### src/cell_balance_cfg.svh
// Constants for the cell balance discharge controller: offsets, fields, resets, timing.
// Assumes a 200 MHz aclk; included by the package and the design module.
`ifndef CELL_BALANCE_CFG_SVH
`define CELL_BALANCE_CFG_SVH

`define ADDR_CONFIG_A 8'h00
`define ADDR_DISCHARGE_EN 8'h04
`define ADDR_CONFIG_B 8'h08
`define ADDR_PWM_0 8'h0C
`define ADDR_PWM_1 8'h10
`define ADDR_PWM_2 8'h14
`define ADDR_STATUS 8'h18
`define ADDR_UV_FLAGS 8'h1C
`define ADDR_OV_FLAGS 8'h20

`define CELLS 18
`define PWM_RESET 72'hFFFFFFFFFFFFFFFFFF
`define RESP_OKAY 2'h0
`define RESP_SLVERR 2'h2

`define CLK_PERIOD_NS 5
`define TICK_US 62500
`define TICK_CYCLES (`TICK_US * 1000 / `CLK_PERIOD_NS)
`define STEP_TICKS 32
`define PERIOD_TICKS 480
`define WDT_TICKS 32
`define HALF_MIN_TICKS 480

`endif

### src/cell_balance_pkg.sv
// Types for the cell balance discharge controller.
// Assumes an AXI4-Lite master with 8-bit byte addresses and 32-bit data.
`include "cell_balance_cfg.svh"
package cell_balance_pkg;
	typedef struct packed {
		logic awvalid;
		logic [7:0] awaddr;
		logic wvalid;
		logic [31:0] wdata;
		logic [3:0] wstrb;
		logic bready;
		logic arvalid;
		logic [7:0] araddr;
		logic rready;
	} axi_req_t;

	typedef struct packed {
		logic awready;
		logic wready;
		logic bvalid;
		logic [1:0] bresp;
		logic arready;
		logic rvalid;
		logic [31:0] rdata;
		logic [1:0] rresp;
	} axi_rsp_t;

	typedef struct packed {
		axi_rsp_t rsp;
		logic aw_full;
		logic [7:0] aw_addr;
		logic w_full;
		logic [31:0] w_data;
		logic [3:0] w_strb;
		logic [23:0] tick_cnt;
		logic tick;
		logic [8:0] phase;
		logic [5:0] wdt_cnt;
		logic [16:0] remain;
		logic [3:0] discharge_timeout_code;
		logic [17:0] dcc;
		logic mon_en;
		logic [71:0] pwm;
		logic [17:0] uv;
		logic [17:0] ov;
		logic drc_fail;
		logic conv_start;
		logic [17:0] sw;
	} state_t;
endpackage : cell_balance_pkg

### src/cell_balance_discharge_control.sv
// Discharge timer, staggered PWM balancing and timer monitor behind an AXI4-Lite slave.
// Assumes synchronous inputs and an external cell converter answering conv_start with conv_done.
`include "cell_balance_cfg.svh"
module cell_balance_discharge_control #(
	parameter int TICK_CYCLES = `TICK_CYCLES
) (
	input wire logic aclk,
	input wire logic aresetn,
	input wire cell_balance_pkg::axi_req_t axi_req,
	output cell_balance_pkg::axi_rsp_t axi_rsp,
	input wire logic discharge_timer_pin_enable,
	input wire logic sleep_entry,
	input wire logic conv_done,
	input wire logic [17:0] cell_uv,
	input wire logic [17:0] cell_ov,
	input wire logic conv_drc_fail,
	output logic conv_start,
	output logic [17:0] balance_switch
);
	cell_balance_pkg::state_t q;
	cell_balance_pkg::state_t d;

	// Timeout code to length in ticks, from a table in half minutes
	function automatic logic [16:0] code_ticks(input logic [3:0] c);
		logic [7:0] hm;
		hm = 8'h00;
		unique case (c)
			4'h0: hm = 8'h00;
			4'h1: hm = 8'h01;
			4'h2: hm = 8'h02;
			4'h3: hm = 8'h04;
			4'h4: hm = 8'h06;
			4'h5: hm = 8'h08;
			4'h6: hm = 8'h0A;
			4'h7: hm = 8'h14;
			4'h8: hm = 8'h1E;
			4'h9: hm = 8'h28;
			4'hA: hm = 8'h3C;
			4'hB: hm = 8'h50;
			4'hC: hm = 8'h78;
			4'hD: hm = 8'h96;
			4'hE: hm = 8'hB4;
			4'hF: hm = 8'hF0;
		endcase
		return 17'(hm * `HALF_MIN_TICKS);
	endfunction : code_ticks

	// Smallest bin whose upper edge covers the remaining time
	function automatic logic [3:0] remain_code(input logic [16:0] r);
		logic [3:0] c;
		c = 4'h0;
		if (r != 17'h00000) begin
			for (int k = 15; k >= 1; k--) begin
				if (r <= code_ticks(4'(k))) begin
					c = 4'(k);
				end
			end
		end
		return c;
	endfunction : remain_code

	function automatic logic [31:0] merge(input logic [31:0] old, input logic [31:0] nw, input logic [3:0] strb);
		logic [31:0] r;
		r = old;
		for (int b = 0; b < 4; b++) begin
			if (strb[b]) begin
				r[b*8 +: 8] = nw[b*8 +: 8];
			end
		end
		return r;
	endfunction : merge

	function automatic logic mapped(input logic [7:0] a);
		return a == `ADDR_CONFIG_A || a == `ADDR_DISCHARGE_EN || a == `ADDR_CONFIG_B || a == `ADDR_PWM_0
			|| a == `ADDR_PWM_1 || a == `ADDR_PWM_2 || a == `ADDR_STATUS || a == `ADDR_UV_FLAGS
			|| a == `ADDR_OV_FLAGS;
	endfunction : mapped

	// Position of channel ch inside the shared 30 s period, shifted by ch stagger ticks
	function automatic logic pwm_on(input logic [8:0] phase, input int ch, input logic [3:0] code);
		logic [9:0] local_ph;
		logic [3:0] step;
		local_ph = 10'(phase) + 10'(`PERIOD_TICKS) - 10'(ch);
		if (local_ph >= 10'(`PERIOD_TICKS)) begin
			local_ph = local_ph - 10'(`PERIOD_TICKS);
		end
		step = 4'(local_ph / 10'(`STEP_TICKS));
		return step < code || code == 4'hF;
	endfunction : pwm_on

	logic wdt_expired;
	logic timer_active;
	logic do_write;
	logic expire;
	assign wdt_expired = q.wdt_cnt > 6'(`WDT_TICKS);
	assign timer_active = discharge_timer_pin_enable && q.remain != 17'h00000;
	assign do_write = q.aw_full && q.w_full && !q.rsp.bvalid;
	assign expire = timer_active && q.tick && q.remain == 17'h00001;

	always_comb begin
		logic [31:0] wv;
		logic [71:0] pwm_w;
		wv = 32'h00000000;
		pwm_w = q.pwm;
		d = q;
		d.conv_start = 1'b0;
		// Shared slow timebase: one tick per 62.5 ms
		d.tick = 1'b0;
		if (q.tick_cnt == 24'(TICK_CYCLES - 1)) begin
			d.tick_cnt = 24'h000000;
			d.tick = 1'b1;
		end else begin
			d.tick_cnt = q.tick_cnt + 24'h000001;
		end
		if (q.tick) begin
			d.phase = (q.phase == 9'(`PERIOD_TICKS - 1)) ? 9'h000 : q.phase + 9'h001;
			if (!wdt_expired) begin
				d.wdt_cnt = q.wdt_cnt + 6'h01;
			end
			if (timer_active) begin
				d.remain = q.remain - 17'h00001;
			end
		end
		// Watchdog expiry with no running timer clears the discharge setup
		if (q.tick && q.wdt_cnt == 6'(`WDT_TICKS) && !timer_active) begin
			d.discharge_timeout_code = 4'h0;
			d.dcc = 18'h00000;
			d.mon_en = 1'b0;
		end
		if (expire) begin
			d.discharge_timeout_code = 4'h0;
			d.dcc = 18'h00000;
			d.mon_en = 1'b0;
		end
		// Periodic monitor conversion
		if (q.mon_en && wdt_expired && timer_active && q.tick && q.phase == 9'h000) begin
			d.conv_start = 1'b1;
		end
		if (conv_done) begin
			d.uv = cell_uv;
			d.ov = cell_ov;
			d.drc_fail = conv_drc_fail;
			if (conv_drc_fail) begin
				d.dcc = 18'h00000;
			end else begin
				d.dcc = d.dcc & ~cell_uv;
			end
		end
		if (sleep_entry) begin
			d.pwm = `PWM_RESET;
		end
		// Write channels, taken in either order
		if (axi_req.awvalid && q.rsp.awready) begin
			d.aw_full = 1'b1;
			d.aw_addr = axi_req.awaddr;
		end
		if (axi_req.wvalid && q.rsp.wready) begin
			d.w_full = 1'b1;
			d.w_data = axi_req.wdata;
			d.w_strb = axi_req.wstrb;
		end
		if (q.rsp.bvalid && axi_req.bready) begin
			d.rsp.bvalid = 1'b0;
		end
		if (do_write) begin
			d.aw_full = 1'b0;
			d.w_full = 1'b0;
			d.rsp.bvalid = 1'b1;
			d.rsp.bresp = mapped(q.aw_addr) ? `RESP_OKAY : `RESP_SLVERR;
			d.wdt_cnt = 6'h00;
			unique case (q.aw_addr)
				`ADDR_CONFIG_A: begin
					wv = merge({28'h0000000, q.discharge_timeout_code}, q.w_data, q.w_strb);
					d.discharge_timeout_code = wv[3:0];
					d.remain = code_ticks(wv[3:0]);
				end
				`ADDR_DISCHARGE_EN: begin
					wv = merge({14'h0000, q.dcc}, q.w_data, q.w_strb);
					d.dcc = wv[17:0];
				end
				`ADDR_CONFIG_B: begin
					wv = merge({31'h00000000, q.mon_en}, q.w_data, q.w_strb);
					d.mon_en = wv[0];
				end
				`ADDR_PWM_0: begin
					pwm_w[31:0] = merge(q.pwm[31:0], q.w_data, q.w_strb);
				end
				`ADDR_PWM_1: begin
					pwm_w[63:32] = merge(q.pwm[63:32], q.w_data, q.w_strb);
				end
				`ADDR_PWM_2: begin
					wv = merge({24'h000000, q.pwm[71:64]}, q.w_data, q.w_strb);
					pwm_w[71:64] = wv[7:0];
				end
				default: begin
					wv = 32'h00000000;
				end
			endcase
			if (!sleep_entry) begin
				d.pwm = pwm_w;
			end
		end
		d.rsp.awready = !d.aw_full;
		d.rsp.wready = !d.w_full;
		// Read channel
		if (q.rsp.rvalid && axi_req.rready) begin
			d.rsp.rvalid = 1'b0;
		end
		if (axi_req.arvalid && q.rsp.arready) begin
			d.rsp.rvalid = 1'b1;
			d.rsp.rresp = mapped(axi_req.araddr) ? `RESP_OKAY : `RESP_SLVERR;
			unique case (axi_req.araddr)
				`ADDR_CONFIG_A: d.rsp.rdata = {28'h0000000, remain_code(timer_active ? q.remain : 17'h00000)};
				`ADDR_DISCHARGE_EN: d.rsp.rdata = {14'h0000, q.dcc};
				`ADDR_CONFIG_B: d.rsp.rdata = {31'h00000000, q.mon_en};
				`ADDR_PWM_0: d.rsp.rdata = q.pwm[31:0];
				`ADDR_PWM_1: d.rsp.rdata = q.pwm[63:32];
				`ADDR_PWM_2: d.rsp.rdata = {24'h000000, q.pwm[71:64]};
				`ADDR_STATUS: d.rsp.rdata = {29'h00000000, q.drc_fail, timer_active, wdt_expired};
				`ADDR_UV_FLAGS: d.rsp.rdata = {14'h0000, q.uv};
				`ADDR_OV_FLAGS: d.rsp.rdata = {14'h0000, q.ov};
				default: d.rsp.rdata = 32'h00000000;
			endcase
		end
		d.rsp.arready = !d.rsp.rvalid;
		// Balance outputs
		for (int ch = 0; ch < `CELLS; ch++) begin
			if (!wdt_expired) begin
				d.sw[ch] = q.dcc[ch];
			end else begin
				d.sw[ch] = timer_active && q.dcc[ch] && pwm_on(q.phase, ch, q.pwm[ch*4 +: 4]);
			end
		end
	end

	always_ff @(posedge aclk) begin
		if (!aresetn) begin
			q <= '0;
			q.rsp.awready <= 1'b1;
			q.rsp.wready <= 1'b1;
			q.rsp.arready <= 1'b1;
			q.pwm <= `PWM_RESET;
		end else begin
			q <= d;
		end
	end

	assign axi_rsp = q.rsp;
	assign conv_start = q.conv_start;
	assign balance_switch = q.sw;
endmodule : cell_balance_discharge_control

### config.mk
export PLATFORM = sky130hd
export DESIGN_NAME = cell_balance_discharge_control
export DESIGN_NICKNAME = d
export VERILOG_FILES = /design/src/cell_balance_pkg.sv /design/src/cell_balance_discharge_control.sv
export VERILOG_INCLUDE_DIRS = /design/src
export SDC_FILE = /design/constraint.sdc
export NUM_CORES = 1
export LEC_CHECK = 0
export BUFFER_PORTS_ARGS = -buffer_cell sky130_fd_sc_hd__buf_4
export CAP_MARGIN = 15
export CORE_AREA = 5 5 281 283
export DETAILED_ROUTE_END_ITERATION = 10
export DIE_AREA = 0 0 286 288
export PLACE_DENSITY = 0.48
export SLEW_MARGIN = 10
export SYNTH_ARGS = -nofsm -noshare
export SYNTH_HDL_FRONTEND = slang
export SYNTH_SLANG_ARGS = --single-unit
### constraint.sdc
create_clock -name aclk -period 7.1 [get_ports aclk]
set_input_delay 0.71 -clock aclk [delete_from_list [all_inputs] [get_ports aclk]]
set_output_delay 0.71 -clock aclk [all_outputs]
set_load 0.05 [all_outputs]
==> qor.txt, run 1 <==
Reg clk slew, reported paths -> 60 ps
Initial core utilization -> 24.6%
Asr flop ratio synth -> 0%
Iter 0 DRT Violations -> 1527
Pwr dens -> 179 mW/mm²
Final number of max-transition violations -> 0
Origin of the critical flop-to-flop path -> q[208]$_SDFFE_PN0P_
Crit path max-delay family -> adder cells
Final period util -> 77.8%
Avg Synthesized Cell Area -> 7.89 µm²
Syn-to-layout area delta -> 14.7%
Crit path arrival time -> 5960 ps
Die Ht -> 288 µm
Crit Path Class -> reg -> reg
Post_cts resized -> 0
Yosys warnings -> 0
Clock sink count -> 293
Slowest library cell on the worst path -> dfxtp_1
Pleak -> 8.61 nW
Final Worst Setup Slack -> 1570 ps
Final wirelength -> 69.0 mm
Die width -> 286 µm
CTS buffer count -> 34
Tot GR Track Use -> 16.0%
Clock tree buffer depth -> 3
Critical path, cell by cell -> mux2i_1 -> ha_1 -> xnor2_1 -> nor2_1 -> a21oi_1 -> inv_1 -> fa_1 -> inv_1 -> fa_1 -> ha_1 -> a21o_1 -> a21oi_1 -> o21bai_1 -> a2111oi_0 -> nor2_1 -> xor2_1 -> a31o_2
Post-Place Setup Slack -> 1670 ps
CTS root buf -> clkbuf_16
CP required -> 7540 ps
Pre-antenna DRT Iters -> 8
Cell variety after synth -> 86
GR Overflow Total -> 0
Type of origin of the critical path -> flop
Nature of the critical path endpoint -> flop
Post-synthesis cell count -> 2379
First-pass GRT wire length -> 105 mm
IO Pins -> 159
Via-to-Cell Ratio -> 5.20
CTS Hold Buffers Added -> 0
Clock skew -> 19.1 ps
Final setup TNS -> 0 ps
CP Launch Point -> q[208]$_SDFFE_PN0P_
Worst Hold Launch -> cell_ov[3]
Port bufs -> 156
DPL Wire Length -> 52.1 mm
Clock Latency Late Sink -> 550 ps
Status -> completed
Crit path largest cell delay -> 690 ps
Die area -> 0.0824 mm²
Initial antenna violation count -> 2
DRT antenna net count -> 0
Seq cells post-synth -> 293
Slew @ Worst Pin -> 1190 ps
H-tree Lvls -> 2
# nets final -> 2618
CP Max Fanout -> 14
Max Cap Violations -> 0
Std cell rows -> 102
Sequential-to-total area share from yosys stat -> 31.2%
Post-route DRC -> 0
CTS tree -> done
WL per Instance -> 20.2 µm
Vias in the first global route -> 17414
Setup Fix Bufs, Post-CTS -> 0
Buf/Inv on CP -> 2
Core Area -> 0.0764 mm²
Setup violators final -> 0
Fmax -> 181 MHz
Relative slew slack -> 20.2%
Peak VDD IR -> 0.128 mV
RSZ-0062 raised after global routing -> false
Commonest non-fill, non-tap cell in the layout -> nand2_1
Commonest cells after routing, fill and taps aside -> 336 x nand2_1, 293 x dfxtp_1, 214 x nor2_1
DR vias -> 17740
Crit path time final -> 5530 ps
Post-synth top flop -> dfxtp_1
Gp weighted congestion -> 0.874
EDFF count, synth -> 0
Share of layout cells above drive strength 1 -> 11.8%
Largest net degree at the start of global routing -> 87
Final Hold Vio Count -> 0
Class of the worst hold path -> in -> reg
Mapped Area -> 0.0188 mm²
## sequential cells by signal, indices dropped and copies added (netlist names)
name,count
conv_start,1
q,235
axi_rsp,39
balance_switch,18
## cells by family (layout without fill, tap and decap cells)
family | after synthesis | in the layout | synth area share [%]
simple gates | 876 | 876 | 22.0
xor+xnor | 142 | 142 | 6.70
compound gates | 573 | 573 | 20.4
fa+ha+maj | 121 | 121 | 8.58
other cells | 1 | 4 | 0.0200
mux | 62 | 62 | 3.48
buf+inv | 311 | 353 | 7.52
flops | 293 | 293 | 31.2
## worst reg2reg max path: stages, from the launching register on
cell       delay, ps
dfxtp_1          690
mux2i_1          510
ha_1             370
xnor2_1          200
nor2_1            60
a21oi_1          300
inv_1            150
fa_1             560
inv_1             70
fa_1             490
ha_1             300
a21o_1           190
a21oi_1          250
o21bai_1         120
a2111oi_0        620
nor2_1           140
xor2_1           170
a31o_2           240
## area by class of cell
| cell class | instances | area [µm²] |
|---|---|---|
| diodes | 2 | 5.00 |
| repair buffers | 181 | 1360 |
| inverters | 112 | 423 |
| well taps | 988 | 1240 |
| flip-flops and latches | 293 | 5870 |
| clock buffers | 46 | 936 |
| clock inverters | 14 | 200 |
| fillers | 8217 | 54900 |
| multi-input cells | 1776 | 11500 |
## layer usage
metal  track usage (%)  routed length (µm)
met1              21.6               31000
met2              26.9               32200
met3              2.76                4420
met4              3.79                1410
met5                 0                   0
## final timing paths
| check | end | slack [ps] | depth (start not counted) |
|---|---|---|---|
| min reg2reg | q[184]$_SDFF_PP0_ | 460 | 1 |
| min | q[23]$_SDFFE_PN0P_ | 400 | 3 |
| max reg2reg | q[165]$_SDFF_PN0_ | 1570 | 17 |
| max | q[165]$_SDFF_PN0_ | 1570 | 17 |
## Yosys cell counts (14+ instances only)
master / count / area, µm²
and3_1: 25 / 156
a31oi_1: 58 / 363
nand3_1: 56 / 280
nor4_1: 22 / 138
buf_4: 59 / 443
nor3_1: 33 / 165
a21o_1: 14 / 105
mux2i_1: 44 / 440
xor2_1: 58 / 508
a22oi_1: 25 / 188
a21oi_1: 150 / 751
o32ai_1: 25 / 219
a222oi_1: 19 / 190
xnor2_1: 83 / 727
o211ai_1: 26 / 195
nor2_1: 214 / 803
nand2b_1: 21 / 131
o22ai_1: 49 / 307
and2_1: 38 / 238
nand2_1: 336 / 1260
dfxtp_1: 293 / 5870
a32o_1: 16 / 160
inv_1: 107 / 402
o21ai_0: 74 / 370
buf_2: 18 / 90.1
ha_1: 108 / 1350
nand4_1: 43 / 269
clkbuf_1: 109 / 409
mux2_2: 17 / 191
## stage by stage
stage	instance area (µm²)	std cells	hold slack, ps	util (%)	power (mW)
after floorplan	18800	2380	425	-	1.93
after global placement	20400	3350	442	26.7	2.05
after detailed placement	20400	3350	447	26.7	2.06
after CTS	21500	3410	364	28.2	3.90
after global routing	21500	3410	387	28.2	4.00
final	21500	3412	399	28.2	3.85
## power breakdown
group / switching, mW / internal [mW]
Sequential: 0.0479 / 1.68
Clock: 0.749 / 1.08
Combinational: 0.188 / 0.105
(Power assumes the default switching activity.)
==> inputs of run 2 (changes only) <==
==> constraint.sdc (replaced) <==
create_clock -name aclk -period 5.8 [get_ports aclk]
set_input_delay 0.58 -clock aclk [delete_from_list [all_inputs] [get_ports aclk]]
set_output_delay 0.58 -clock aclk [all_outputs]
set_load 0.05 [all_outputs]
==> run 2 against run 1 <==
Maximum frequency increased by 10%; clock power increased by 21%; cell count increased by 0.41%; sequential share of layout area decreased by 0.12 points; sequential cell count unchanged; largest cell class unchanged.
==> qor.txt, run 2 (synthesis gave the netlist of run 1 again) <==
Largest net degree at the start of global routing -> 86 (-1.1%)
Placed Cells -> 3364 (+0.42%)
Clock skew -> 18.5 ps (-0.661 ps)
Commonest cells after routing, fill and taps aside -> 336 x nand2_1, 293 x dfxtp_1, 214 x nor2_1
CTS tree -> done
Slew @ Worst Pin -> 1130 ps (-59.2 ps)
Std cell rows -> 102 (unchanged)
Clock Latency Late Sink -> 550 ps (about the same)
Final Hold Vio Count -> 0 (unchanged)
Crit Path Class -> reg -> reg
Die Ht -> 288 µm (unchanged)
WHS Endpoint -> q[21]$_SDFFE_PN0P_
Commonest non-fill, non-tap cell in the layout -> nand2_1
Nature of the critical path endpoint -> flop
Peak VDD IR -> 0.161 mV (+26%)
CTS Hold Buffers Added -> 0 (unchanged)
GR Overflow Total -> 0 (unchanged)
Crit path time final -> 5020 ps (-501 ps)
Pwr dens -> 216 mW/mm² (+21%)
CP Max Fanout -> 7 (-7)
Vias in the first global route -> 17530 (+0.67%)
Setup violators final -> 0 (unchanged)
Fillers -> 8175 (-0.51%)
RSZ-0062 raised after global routing -> false
Reg2Reg Capture Point -> q[165]$_SDFF_PN0_
Max Cap Violations -> 0 (unchanged)
Pre-antenna DRT Iters -> 8 (unchanged)
Via-to-Cell Ratio -> 5.19 (-0.11%)
Clock tree buffer depth -> 3 (unchanged)
First-pass GRT wire length -> 106 mm (+0.70%)
FF-to-FF path depth -> 17 (unchanged)
Port bufs -> 156 (unchanged)
Die width -> 286 µm (unchanged)
Crit path arrival time -> 5460 ps (-500 ps)
Pleak -> 8.69 nW (+0.96%)
Biggest register -> q
Core Area -> 0.0764 mm² (unchanged)
Final setup TNS -> 0 ps (unchanged)
Initial antenna violation count -> 2 (unchanged)
Fmax -> 199 MHz (+10%)
DRT antenna net count -> 0 (unchanged)
Final number of max-transition violations -> 0 (unchanged)
DPL Wire Length -> 52.1 mm (about the same)
Reg clk slew, reported paths -> 60 ps (about the same)
CP required -> 6240 ps (-1300 ps)
Post-route insts no fill -> 3426 (+0.41%)
R2r setup slk -> 780 ps (-800 ps)
Setup Fix Bufs, Post-CTS -> 0 (unchanged)
Share of layout cells above drive strength 1 -> 12.4% (+0.54 points)
Relative slew slack -> 24.3% (+4.1 points)
Type of origin of the critical path -> flop
CTS buffer count -> 35 (+2.9%)
CTS root buf -> clkbuf_16
Die area -> 0.0824 mm² (unchanged)
Hold Path Stages -> 3 (unchanged)
# nets final -> 2633 (+0.57%)
Class of the worst hold path -> in -> reg
Largest register FFs -> 235 (unchanged)
Origin of the critical flop-to-flop path -> q[208]$_SDFFE_PN0P_
Clock sink count -> 293 (unchanged)
Iter 0 DRT Violations -> 1691 (+11%)
Gp weighted congestion -> 0.877 (+0.35%)
Tot GR Track Use -> 16.1% (+0.080 points)
H-tree Lvls -> 2 (unchanged)
Post_cts resized -> 0 (unchanged)
Final period util -> 86.6% (+8.8 points)
Syn-to-layout area delta -> 15.2%
Final wirelength -> 69.0 mm (about the same)
Worst Hold Launch -> cell_ov[1]
Initial core utilization -> 24.6% (unchanged)
Post-route DRC -> 0 (unchanged)
N_diodes -> 0 (-2)
DR vias -> 17793 (+0.30%)
WL per Instance -> 20.1 µm (-0.45%)
Status -> completed
IO Pins -> 159 (unchanged)
run 2: cell types whose count changed in the layout (fill, tap and decap cells not counted), sizes merged:
cell	previous run	this run
buf	181	195
bufinv	4	3
clkbuf	46	45
clkinv	7	14
clkinvlp	3	0
diode	2	0
run 2: worst max-delay path by stage:
stage	slack, ps	to	startpoint	depth (start not counted)
final	780	q[165]$_SDFF_PN0_	q[208]$_SDFFE_PN0P_	17
after global routing	370	q[165]$_SDFF_PN0_	q[208]$_SDFFE_PN0P_	17
after CTS	780	q[165]$_SDFF_PN0_	q[208]$_SDFFE_PN0P_	17
after detailed placement	800	q[165]$_SDFF_PN0_	q[208]$_SDFFE_PN0P_	17
after global placement	820	q[165]$_SDFF_PN0_	q[208]$_SDFFE_PN0P_	17
after floorplan	890	q[165]$_SDFF_PN0_	q[208]$_SDFFE_PN0P_	19
run 2: report_power, final:
part	switching (mW)	internal, mW
sequential	0.0543	2.06
clock	0.922	1.28
combinational	0.233	0.130
total	1.21	3.47
run 2: critical path: stages, from the launching register on:
cell	delay, ps
dfxtp_1	530
mux2i_1	390
ha_1	340
xnor2_1	170
nor2_1	50
a21oi_1	310
inv_1	160
fa_1	550
inv_1	60
fa_1	500
ha_1	290
a21o_1	170
a21oi_1	210
o21bai_1	110
a2111oi_0	530
nor2_1	130
xor2_1	170
a31o_2	240
run 2: area by class of cell:
type                            count  area (µm²)  share of cell area (%)
Sequential cell                   293        5870                    27.1
Multi-Input combinational cell   1776       11500                    53.3
Clock buffer                       45         935                    4.32
Clock inverter                     17         186                   0.862
Timing Repair Buffer              195        1460                    6.77
Tap cell                          988        1240                    5.71
Inverter                          112         423                    1.95
run 2: metal layers:
layer | vias to the layer above | GRT usage [%] | routed length (µm)
li1 | 8526 | - | -
met1 | 8609 | 21.4 | 30900
met2 | 565 | 27.3 | 32400
met3 | 91 | 2.59 | 3970
met4 | 2 | 4.14 | 1610
met5 | - | 0 | 12
run 2: through the flow:
stage | setup slack (ps) | instance area, µm² | util (%) | total power [mW] | hold WS (ps)
CTS | 783 | 21600 | 28.3 | 4.75 | 232
global route | 372 | 21600 | 28.3 | 4.87 | 263
finish | 776 | 21600 | 28.3 | 4.68 | 269
global placement | 819 | 20500 | 26.8 | 2.52 | 444
floorplan | 886 | 18800 | - | 2.36 | 425
detailed placement | 802 | 20500 | 26.8 | 2.52 | 454
